### config.mk
export PLATFORM = sky130hd
export DESIGN_NAME = vct_clamp_level_ctrl
export DESIGN_NICKNAME = d
export VERILOG_FILES = /design/src/hw/vct_pkg.sv /design/src/hw/vct_clamp_level_ctrl.sv
export VERILOG_INCLUDE_DIRS = /design/src /design/src/hw
export SDC_FILE = /design/constraint.sdc
export NUM_CORES = 1
export LEC_CHECK = 0
export BUFFER_PORTS_ARGS = -buffer_cell sky130_fd_sc_hd__buf_4
export CAP_MARGIN = 30
export CORE_MARGIN = 8
export CORE_UTILIZATION = 47
export CTS_BUF_LIST = sky130_fd_sc_hd__clkbuf_4
export CTS_CLUSTER_DIAMETER = 50
export DETAILED_ROUTE_END_ITERATION = 16
export GPL_ROUTABILITY_DRIVEN = 0
export GPL_TIMING_DRIVEN = 0
export PLACE_DENSITY = 0.77
export REMOVE_ABC_BUFFERS = 1
export SETUP_SLACK_MARGIN = 0.2
export SKIP_CTS_REPAIR_TIMING = 1
export SLEW_MARGIN = 10
export SYNTH_ARGS = -nofsm -noshare
export SYNTH_HDL_FRONTEND = slang
export SYNTH_SLANG_ARGS = --single-unit
### constraint.sdc
create_clock -name clk -period 6.4 [get_ports clk]
set_input_delay 0.64 -clock clk [delete_from_list [all_inputs] [get_ports clk]]
set_output_delay 0.64 -clock clk [all_outputs]
set_load 0.02 [all_outputs]
### src/hw/vct_params.svh
// Register offsets, field positions, reset values and constants of the clamp and level control.
`ifndef VCT_PARAMS_SVH
`define VCT_PARAMS_SVH

// ----------------------------------------------------------------
// Register offsets
// ----------------------------------------------------------------
`define VCT_REG_CLAMP_START_DELAY 8'h05
`define VCT_REG_CLAMP_LENGTH 8'h06
`define VCT_REG_RED_FULL_SCALE 8'h08
`define VCT_REG_GREEN_FULL_SCALE 8'h09
`define VCT_REG_BLUE_FULL_SCALE 8'h0a
`define VCT_REG_RED_LEVEL_SHIFT 8'h0b
`define VCT_REG_GREEN_LEVEL_SHIFT 8'h0c
`define VCT_REG_BLUE_LEVEL_SHIFT 8'h0d
`define VCT_REG_BANDWIDTH 8'h0e
`define VCT_REG_CLAMP_CTRL 8'h0f
`define VCT_REG_SYNC_CTRL 8'h10
`define VCT_REG_STATUS 8'h11

// ----------------------------------------------------------------
// Field positions
// ----------------------------------------------------------------
`define VCT_CLAMP_SRC_BIT 7
`define VCT_CLAMP_POL_BIT 6
`define VCT_RED_MID_BIT 1
`define VCT_BLUE_MID_BIT 2
`define VCT_SOG_THR_MSB 7
`define VCT_SOG_THR_LSB 3
`define VCT_BW_MSB 1

// ----------------------------------------------------------------
// Reset values and levels
// ----------------------------------------------------------------
`define VCT_CLAMP_START_RST 8'h08
`define VCT_CLAMP_LENGTH_RST 8'h14
`define VCT_FULL_SCALE_RST 8'h80
`define VCT_LEVEL_SHIFT_RST 7'h40
`define VCT_SYNC_CTRL_RST 8'h80
`define VCT_LEVEL_SHIFT_ZERO 7'h40
`define VCT_LEVEL_SHIFT_MAX 7'h3f
`define VCT_LEVEL_SHIFT_MIN 7'h41
`define VCT_CODE_BLACK 8'h00
`define VCT_CODE_MIDSCALE 8'h80
`define VCT_DEV_ADDR_BASE 6'h15

`endif

### src/hw/vct_pkg.sv
// Types shared by the clamp and level control.
package vct_pkg;
  typedef logic [7:0] code_t;
  typedef enum logic [2:0] {SP_IDLE, SP_ADDR, SP_ADDR_ACK, SP_WRITE, SP_WRITE_ACK, SP_READ,
                            SP_READ_ACK} vct_port_e;
  typedef enum logic [1:0] {CG_IDLE, CG_DELAY, CG_ACTIVE} vct_gen_e;
  typedef struct packed {
    logic [1:0] sclSync;
    logic [1:0] sdaSync;
    logic [1:0] addrSync;
    logic [1:0] lineSyncS;
    logic [1:0] strobeSync;
    logic [1:0] greenSync;
    logic sclPrev;
    logic sdaPrev;
    logic lineSyncPrev;
    vct_port_e port;
    logic [3:0] bitCnt;
    logic [7:0] shift;
    logic [7:0] pointer;
    logic subAddrNext;
    logic readDir;
    logic masterNack;
    logic sdaDrive;
    vct_gen_e gen;
    logic [7:0] genCnt;
    logic clampActive;
    logic [7:0] clampStart;
    logic [7:0] clampLength;
    logic [2:0][7:0] fullScale;
    logic [2:0][6:0] levelShift;
    logic [1:0] bandwidth;
    logic [7:0] clampCtrl;
    logic [7:0] syncCtrl;
    logic [2:0][8:0] trim;
    logic [2:0][7:0] codeOut;
    logic greenSyncDetect;
  } vct_state_s;
endpackage
### src/hw/vct_clamp_level_ctrl.sv
// Clamp window generator, channel level control and two-wire register port.
`include "vct_params.svh"
`timescale 1ns/1ns
`default_nettype none

module vct_clamp_level_ctrl (
  input wire logic clk,                        // Pixel clock, 20 MHz.
  input wire logic rst_b,                      // Synchronous reset, active low.
  input wire logic sclIn,                      // Serial port clock pin.
  input wire logic sdaIn,                      // Serial port data pin, input side.
  output logic sdaOut,                         // Serial port data, output side, always low.
  output logic sdaOe_b,                        // Serial data enable, low while pulling low.
  input wire logic addrPin,                    // Serial address select pin.
  input wire logic lineSync,                   // Line sync pin, active high.
  input wire logic clampStrobe,                // External clamp strobe pin.
  input wire logic greenSyncInput,             // Green sync comparator pin, low in sync.
  input wire vct_pkg::code_t redRaw,           // Red converter code before trim.
  input wire vct_pkg::code_t greenRaw,         // Green converter code before trim.
  input wire vct_pkg::code_t blueRaw,          // Blue converter code before trim.
  output vct_pkg::code_t redCode,              // Red code after clamp trim.
  output vct_pkg::code_t greenCode,            // Green code after clamp trim.
  output vct_pkg::code_t blueCode,             // Blue code after clamp trim.
  output logic clampActive,                    // Clamp interval in force.
  output logic [7:0] redFullScale,             // Red full-scale setting.
  output logic [7:0] greenFullScale,           // Green full-scale setting.
  output logic [7:0] blueFullScale,            // Blue full-scale setting.
  output logic [6:0] redLevelShift,            // Red level shift, signed LSB.
  output logic [6:0] greenLevelShift,          // Green level shift, signed LSB.
  output logic [6:0] blueLevelShift,           // Blue level shift, signed LSB.
  output logic [1:0] bandwidthSel,             // Analog bandwidth select.
  output logic [4:0] greenSyncThreshold,       // Green sync slicer threshold.
  output logic greenSyncDetect                 // Green sync seen, active high.
);
  import vct_pkg::*;

  vct_state_s st;
  vct_state_s next_st;

  // ----------------------------------------------------------------
  // Register read mux
  // ----------------------------------------------------------------
  function automatic logic [7:0] readReg(input vct_state_s s, input logic [7:0] a);
    logic [7:0] v;
    v = 8'h00;
    unique case (a)
      `VCT_REG_CLAMP_START_DELAY: v = s.clampStart;
      `VCT_REG_CLAMP_LENGTH: v = s.clampLength;
      `VCT_REG_RED_FULL_SCALE: v = s.fullScale[0];
      `VCT_REG_GREEN_FULL_SCALE: v = s.fullScale[1];
      `VCT_REG_BLUE_FULL_SCALE: v = s.fullScale[2];
      `VCT_REG_RED_LEVEL_SHIFT: v = {1'b0, s.levelShift[0]};
      `VCT_REG_GREEN_LEVEL_SHIFT: v = {1'b0, s.levelShift[1]};
      `VCT_REG_BLUE_LEVEL_SHIFT: v = {1'b0, s.levelShift[2]};
      `VCT_REG_BANDWIDTH: v = {6'h00, s.bandwidth};
      `VCT_REG_CLAMP_CTRL: v = s.clampCtrl;
      `VCT_REG_SYNC_CTRL: v = s.syncCtrl;
      `VCT_REG_STATUS: v = {5'h00, s.greenSyncDetect, s.lineSyncS[1], s.clampActive};
      default: v = 8'h00;
    endcase
    return v;
  endfunction

  // Level shift code to signed LSB; code 0x40 is zero, code 0 saturates to -63.
  function automatic logic [6:0] shiftLsb(input logic [6:0] c);
    logic [6:0] d;
    d = c - `VCT_LEVEL_SHIFT_ZERO;
    if (d == 7'h40) begin
      d = `VCT_LEVEL_SHIFT_MIN;
    end
    return d;
  endfunction

  logic sclRise;
  logic sclFall;
  logic startCond;
  logic stopCond;
  logic syncTrail;
  logic extClamp;
  logic clampNow;
  logic [7:0] readData;
  logic [2:0][7:0] rawCode;
  logic [2:0][7:0] target;
  logic [2:0] midSel;

  assign rawCode = {blueRaw, greenRaw, redRaw};

  always_comb begin
    logic [9:0] sum;
    sum = 10'h000;
    next_st = st;
    sclRise = st.sclSync[1] && !st.sclPrev;
    sclFall = !st.sclSync[1] && st.sclPrev;
    startCond = st.sclSync[1] && st.sclPrev && st.sdaPrev && !st.sdaSync[1];
    stopCond = st.sclSync[1] && st.sclPrev && !st.sdaPrev && st.sdaSync[1];
    syncTrail = !st.lineSyncS[1] && st.lineSyncPrev;
    readData = readReg(st, st.pointer);

    // ----------------------------------------------------------------
    // Pin synchronisers
    // ----------------------------------------------------------------
    next_st.sclSync = {st.sclSync[0], sclIn};
    next_st.sdaSync = {st.sdaSync[0], sdaIn};
    next_st.addrSync = {st.addrSync[0], addrPin};
    next_st.lineSyncS = {st.lineSyncS[0], lineSync};
    next_st.strobeSync = {st.strobeSync[0], clampStrobe};
    next_st.greenSync = {st.greenSync[0], greenSyncInput};
    next_st.sclPrev = st.sclSync[1];
    next_st.sdaPrev = st.sdaSync[1];
    next_st.lineSyncPrev = st.lineSyncS[1];

    // ----------------------------------------------------------------
    // Two-wire register port
    // ----------------------------------------------------------------
    // sole access path
    if (startCond) begin
      next_st.port = SP_ADDR;
      next_st.bitCnt = 4'h0;
      next_st.subAddrNext = 1'b1;
      next_st.sdaDrive = 1'b0;
    end else if (stopCond) begin
      next_st.port = SP_IDLE;
      next_st.sdaDrive = 1'b0;
    end else begin
      unique case (st.port)
        SP_IDLE: begin
          next_st.sdaDrive = 1'b0;
        end
        SP_ADDR, SP_WRITE: begin
          if (sclRise) begin
            next_st.shift = {st.shift[6:0], st.sdaSync[1]};
            next_st.bitCnt = st.bitCnt + 4'h1;
          end else if (sclFall && st.bitCnt == 4'h8) begin
            next_st.bitCnt = 4'h0;
            if (st.port == SP_ADDR) begin
              if (st.shift[7:1] == {`VCT_DEV_ADDR_BASE, st.addrSync[1]}) begin
                next_st.port = SP_ADDR_ACK;
                next_st.readDir = st.shift[0];
                next_st.sdaDrive = 1'b1;
              end else begin
                next_st.port = SP_IDLE;
              end
            end else begin
              next_st.port = SP_WRITE_ACK;
              next_st.sdaDrive = 1'b1;
              if (st.subAddrNext) begin
                next_st.pointer = st.shift;
                next_st.subAddrNext = 1'b0;
              end else begin
                next_st.pointer = st.pointer + 8'h01;
                unique case (st.pointer)
                  `VCT_REG_CLAMP_START_DELAY: next_st.clampStart = st.shift;
                  `VCT_REG_CLAMP_LENGTH: next_st.clampLength = st.shift;
                  `VCT_REG_RED_FULL_SCALE: next_st.fullScale[0] = st.shift;
                  `VCT_REG_GREEN_FULL_SCALE: next_st.fullScale[1] = st.shift;
                  `VCT_REG_BLUE_FULL_SCALE: next_st.fullScale[2] = st.shift;
                  `VCT_REG_RED_LEVEL_SHIFT: next_st.levelShift[0] = st.shift[6:0];
                  `VCT_REG_GREEN_LEVEL_SHIFT: next_st.levelShift[1] = st.shift[6:0];
                  `VCT_REG_BLUE_LEVEL_SHIFT: next_st.levelShift[2] = st.shift[6:0];
                  `VCT_REG_BANDWIDTH: next_st.bandwidth = st.shift[`VCT_BW_MSB:0];
                  `VCT_REG_CLAMP_CTRL: next_st.clampCtrl = st.shift;
                  `VCT_REG_SYNC_CTRL: next_st.syncCtrl = st.shift;
                  default: next_st.clampCtrl = st.clampCtrl;
                endcase
              end
            end
          end
        end
        SP_ADDR_ACK, SP_READ_ACK: begin
          if (sclRise) begin
            next_st.masterNack = st.sdaSync[1];
          end else if (sclFall) begin
            if ((st.port == SP_ADDR_ACK && st.readDir) ||
                (st.port == SP_READ_ACK && !st.masterNack)) begin
              next_st.port = SP_READ;
              next_st.shift = readData;
              next_st.pointer = st.pointer + 8'h01;
              next_st.bitCnt = 4'h0;
              next_st.sdaDrive = !readData[7];
            end else if (st.port == SP_ADDR_ACK) begin
              next_st.port = SP_WRITE;
              next_st.sdaDrive = 1'b0;
            end else begin
              next_st.port = SP_IDLE;
              next_st.sdaDrive = 1'b0;
            end
          end
        end
        SP_WRITE_ACK: begin
          if (sclFall) begin
            next_st.port = SP_WRITE;
            next_st.sdaDrive = 1'b0;
          end
        end
        SP_READ: begin
          if (sclFall) begin
            if (st.bitCnt == 4'h7) begin
              next_st.port = SP_READ_ACK;
              next_st.sdaDrive = 1'b0;
            end else begin
              next_st.sdaDrive = !st.shift[6];
              next_st.shift = {st.shift[6:0], 1'b0};
              next_st.bitCnt = st.bitCnt + 4'h1;
            end
          end
        end
      endcase
    end

    // ----------------------------------------------------------------
    // Internal clamp timing generator
    // ----------------------------------------------------------------
    // restart on edge
    if (syncTrail) begin
      next_st.gen = CG_DELAY;
      next_st.genCnt = 8'h00;
    end else begin
      unique case (st.gen)
        CG_IDLE: begin
          next_st.genCnt = 8'h00;
        end
        CG_DELAY: begin
          if (st.genCnt == st.clampStart) begin
            next_st.gen = (st.clampLength == 8'h00) ? CG_IDLE : CG_ACTIVE;
            next_st.genCnt = 8'h00;
          end else begin
            next_st.genCnt = st.genCnt + 8'h01;
          end
        end
        CG_ACTIVE: begin
          if (st.genCnt == st.clampLength - 8'h01) begin
            next_st.gen = CG_IDLE;
            next_st.genCnt = 8'h00;
          end else begin
            next_st.genCnt = st.genCnt + 8'h01;
          end
        end
      endcase
    end

    // strobe polarity, set means active low
    extClamp = st.strobeSync[1] ^ st.clampCtrl[`VCT_CLAMP_POL_BIT];
    clampNow = st.clampCtrl[`VCT_CLAMP_SRC_BIT] ? extClamp : (next_st.gen == CG_ACTIVE);
    next_st.clampActive = clampNow;

    // ----------------------------------------------------------------
    // Black level trim
    // ----------------------------------------------------------------
    // red and blue midscale selects
    midSel = {st.syncCtrl[`VCT_BLUE_MID_BIT], 1'b0, st.syncCtrl[`VCT_RED_MID_BIT]};
    for (int i = 0; i < 3; i++) begin
      target[i] = midSel[i] ? `VCT_CODE_MIDSCALE : `VCT_CODE_BLACK;
      sum = {2'b00, rawCode[i]} + {st.trim[i][8], st.trim[i]};
      if (sum[9]) begin
        next_st.codeOut[i] = 8'h00;
      end else if (sum[8]) begin
        next_st.codeOut[i] = 8'hff;
      end else begin
        next_st.codeOut[i] = sum[7:0];
      end
      if (st.clampActive) begin
        if (next_st.codeOut[i] > target[i] && st.trim[i] != 9'h100) begin
          next_st.trim[i] = st.trim[i] - 9'h001;
        end else if (next_st.codeOut[i] < target[i] && st.trim[i] != 9'h0ff) begin
          next_st.trim[i] = st.trim[i] + 9'h001;
        end
      end
    end

    next_st.greenSyncDetect = !st.greenSync[1];

    if (!rst_b) begin
      next_st = '0;
      next_st.port = SP_IDLE;
      next_st.gen = CG_IDLE;
      next_st.clampStart = `VCT_CLAMP_START_RST;
      next_st.clampLength = `VCT_CLAMP_LENGTH_RST;
      next_st.syncCtrl = `VCT_SYNC_CTRL_RST;
      for (int i = 0; i < 3; i++) begin
        next_st.fullScale[i] = `VCT_FULL_SCALE_RST;
        next_st.levelShift[i] = `VCT_LEVEL_SHIFT_RST;
      end
    end
  end

  always_ff @(posedge clk) begin
    st <= next_st;
  end

  // ----------------------------------------------------------------
  // Outputs
  // ----------------------------------------------------------------
  assign sdaOut = 1'b0;
  assign sdaOe_b = !st.sdaDrive;
  assign clampActive = st.clampActive;
  assign redCode = st.codeOut[0];
  assign greenCode = st.codeOut[1];
  assign blueCode = st.codeOut[2];
  assign redFullScale = st.fullScale[0];
  assign greenFullScale = st.fullScale[1];
  assign blueFullScale = st.fullScale[2];
  assign redLevelShift = shiftLsb(st.levelShift[0]);
  assign greenLevelShift = shiftLsb(st.levelShift[1]);
  assign blueLevelShift = shiftLsb(st.levelShift[2]);
  assign bandwidthSel = st.bandwidth;
  assign greenSyncThreshold = st.syncCtrl[`VCT_SOG_THR_MSB:`VCT_SOG_THR_LSB];
  assign greenSyncDetect = st.greenSyncDetect;

endmodule

`default_nettype wire

==> flow_metrics.py <==
metrics = {
    "clock_tree": {
        "numCtsBuffers": 17,
        "cts-root-buf": "clkbuf_4",
        "clock-sinks": 184,
        "htree_levels": 4,
        "cts.clk_slew.worst_paths_ns": 0.16,
        "clockBufferDepth": 2,
        "clk_latency_ns": 0.57,
        "cts_tree": "done",
    },
    "die": {
        "initial_utilization": 0.475,
        "io_pins": 112,
        "core-area_sq_um": 23300,
        "die_h_um": 169,
        "rows": 56,
        "die_w_um": 169,
        "die-area_sq_um": 28700,
    },
    "yosys": {
        "netlist_area_sq_um": 11000,
        "ys_seq_elements": 184,
        "synthArstFlopShare": 0,
        "yosys_warnings": 0,
        "netlist_top_cells_area": "dfxtp_1 33%, ha_1 5.8%, nand2_1 5.5%",
        "yosys.cell_types.count": 91,
        "yosys_most_used_dff": "dfxtp_1",
        "synth_area_per_cell_sq_um": 8.03,
        "synth_area_leader_cell": "dfxtp_1",
        "netlist.area_leader.share": 0.333,
        "syn-instance-count": 1375,
        "synth_seq_area_share": 0.333,
        "synth-edff-count": 0,
    },
    "global_routing": {
        "grt_pass1_wl_um": 47100,
        "grt_pass1_vias": 9272,
        "overflow": 0,
        "antenna_found_initial": 1,
        "grt_max_degree": 89,
        "grtUsageTotal": 0.199,
    },
    "timing": {
        "hold_slack_ns": 0.264,
        "slew_violations": 0,
        "slew_headroom": 0.376,
        "setup_viol": 0,
        "min_period_ns": 5.08,
        "max_freq_mhz": 197,
        "rsz0062_at_grt": "no",
        "worst_pin_slew_ns": 0.929,
        "period_share": 0.794,
        "skew_ns": 0.0280,
        "worst_slack_ns": 1.32,
        "tns_ns": 0,
        "finalHoldViolCount": 0,
    },
    "route": {
        "via_count": 9819,
        "avgViaCountPerCell": 5.80,
        "drc_errors": 0,
        "ant_nets": 0,
        "initialDrtViolationCount": 864,
        "firstDrtPassIters": 6,
        "routed_wl_um": 28700,
        "wire_per_inst_um": 17.0,
    },
    "placed_design": {
        "dp_hpwl_um": 21100,
        "dp_slack_ns": 0.987,
        "placed_area_sq_um": 11500,
        "port_buffers": 110,
    },
    "worst_setup_path": {
        "worstPathArrival_ns": 5.60,
        "critPathMaxFanout": 10,
        "worst-r2r-cell-count": 19,
        "cp_data_required_time_ns": 6.92,
        "worst-r2r-setup-slack_ns": 1.32,
        "cp-end-kind": "flip-flop",
        "cp-startpoint": "st[25]",
        "r2r_start": "st[25]",
        "criticalPathCategory": "flip-flop to flip-flop",
        "r2r-end": "st[33]",
        "crit_path_start_kind": "flip-flop",
    },
    "cells_and_area": {
        "drive_gt1_frac": 0.133,
        "final_nets": 1448,
        "final_area_sq_um": 11800,
        "area_delta_synth_final_pct": 6.61,
    },
    "worst_hold_path": {
        "min_to": "st[172]",
        "hold_start": "greenSyncInput",
        "hold_depth": 2,
        "min_path_type": "input port to flip-flop",
    },
    "power_and_ir_drop": {
        "vdd_drop_max_uv": 76.6,
        "powerDensity_nw_per_um2": 162,
        "clockPowerShare": 0.322,
        "switching_power_uw": 493,
        "internal-power_uw": 1410,
        "power.share.switching": 0.259,
        "p_comb_frac": 0.065,
        "power.leakage_uw": 0.00472,
        "fin_total_pwr_uw": 1900,
        "p_seq_frac": 0.613,
    },
    "run": {
        "cap_violations": 0,
    },
    "outcome": {
        "status": "finished, final reports clean",
    },
}
==> area by class of cell <==
type / count / area (sq um)
multi-input combinational: 997 / 6340
fill: 2271 / 11500
clock buffer: 18 / 135
antenna: 1 / 2.50
tap: 319 / 399
timing repair buffer: 118 / 932
inverter: 42 / 160
clock inverter: 14 / 121
sequential: 184 / 3680
==> power by group through the flow <==
stage	registers [uW]	clock network, uW	logic (uW)
after floorplan	1200	0	56.4
after global placement	1190	0	119
after detailed placement	1190	0	124
after CTS	1170	630	125
after global routing	1170	673	136
final	1170	613	124
==> flip-flops by register name, summed over array words and instances, names as in the netlist <==
name and cells:
blueFullScale 8, greenSyncThreshold 5, greenSyncDetect 1, midSel 2
blueCode 8, bandwidthSel 2, st 125, greenCode 8
redFullScale 8, clampActive 1, greenFullScale 8, redCode 8
==> critical path, stage by stage, from the launching register on <==
cell and delay, ns:
dfxtp_1 0.39, ha_1 0.23, fa_1 0.43, a211o_1 0.37, a21bo_2 0.21, a21o_1 0.19, and2_1 0.20, o21ai_0 0.23
ha_1 0.29, nor4b_1 0.15, and4_1 0.22, a21oi_2 0.40, ha_1 0.36, nor2b_1 0.14, o21ai_0 0.19, a21oi_1 0.14
o41ai_1 0.36, nor2_1 0.09, a31oi_1 0.22, mux2i_1 0.20
==> worst max path at each step <==
stage	endpoint	slack (ns)	cells past startpoint
floorplan	st[33]	1.61	19
global placement	redFullScale[1]	0.63	7
detailed placement	st[33]	0.99	20
CTS	st[33]	1.32	19
global route	st[33]	0.90	19
finish	st[33]	1.32	19
==> synth_stat cells, drive strengths merged, types with 6 or more instances <==
| cell type | count |
|---|---|
| dfxtp | 184 |
| nand2 | 162 |
| a21oi | 121 |
| nand3 | 110 |
| nor2 | 92 |
| buf | 85 |
| clkbuf | 67 |
| o21ai | 52 |
| ha | 51 |
| inv | 42 |
| mux2i | 33 |
| xnor2 | 32 |
| nor3 | 24 |
| and2 | 23 |
| a21o | 20 |
| xor2 | 20 |
| and3 | 18 |
| nor2b | 17 |
| a22oi | 15 |
| nand2b | 15 |
| nand4 | 15 |
| or3 | 14 |
| a211oi | 13 |
| o21a | 13 |
| a222oi | 11 |
| a31oi | 10 |
| nor4 | 10 |
| nor3b | 7 |
| o31ai | 7 |
| o2111ai | 6 |
==> kinds of logic after synthesis <==
family / count (synthesis) / synth area share
AOI/OAI and AO/OA: 331 / 0.204
xor gates and xnor gates: 52 / 0.0412
adders and majority gates: 56 / 0.0668
buffers and inverters: 194 / 0.0923
DFF: 184 / 0.333
muxes: 33 / 0.0299
other: 1 / 0.000339
and+or+nand+nor: 524 / 0.232
==> through the flow <==
step                      cells  utilization
after floorplan            1223            -
after global placement     1652        0.490
after detailed placement   1660        0.495
after CTS                  1692        0.506
after global routing       1693        0.506
final                      1693        0.506
==> placed cells by master (no fill, tap or decap), types with 7 or more instances in the layout <==
cell	instances
nor2_1	85
or3_1	14
nand4_1	15
and2_1	23
xor2_1	20
inv_1	40
nand2b_1	15
o21a_1	13
nand3_1	110
a211oi_1	11
a22oi_1	15
nor4_1	8
and3_1	18
a21o_1	19
a31oi_1	10
xnor2_1	32
dfxtp_1	184
buf_4	111
a21oi_1	117
nand2_1	162
mux2i_1	33
a222oi_1	11
clkbuf_4	18
nor2b_1	16
nor3b_1	7
o21ai_0	47
ha_1	51
nor2_2	7
nor3_1	24
==> per-layer routing <==
| layer | global-route usage | up-vias | routed length [um] |
|---|---|---|---|
| li1 | - | 4794 | - |
| met5 | 0 | - | 0 |
| met2 | 0.335 | 312 | 13700 |
| met4 | 0.0893 | 0 | 937 |
| met1 | 0.244 | 4653 | 12400 |
| met3 | 0.0368 | 60 | 1680 |
Note: power is estimated with default switching activity, not from simulation.
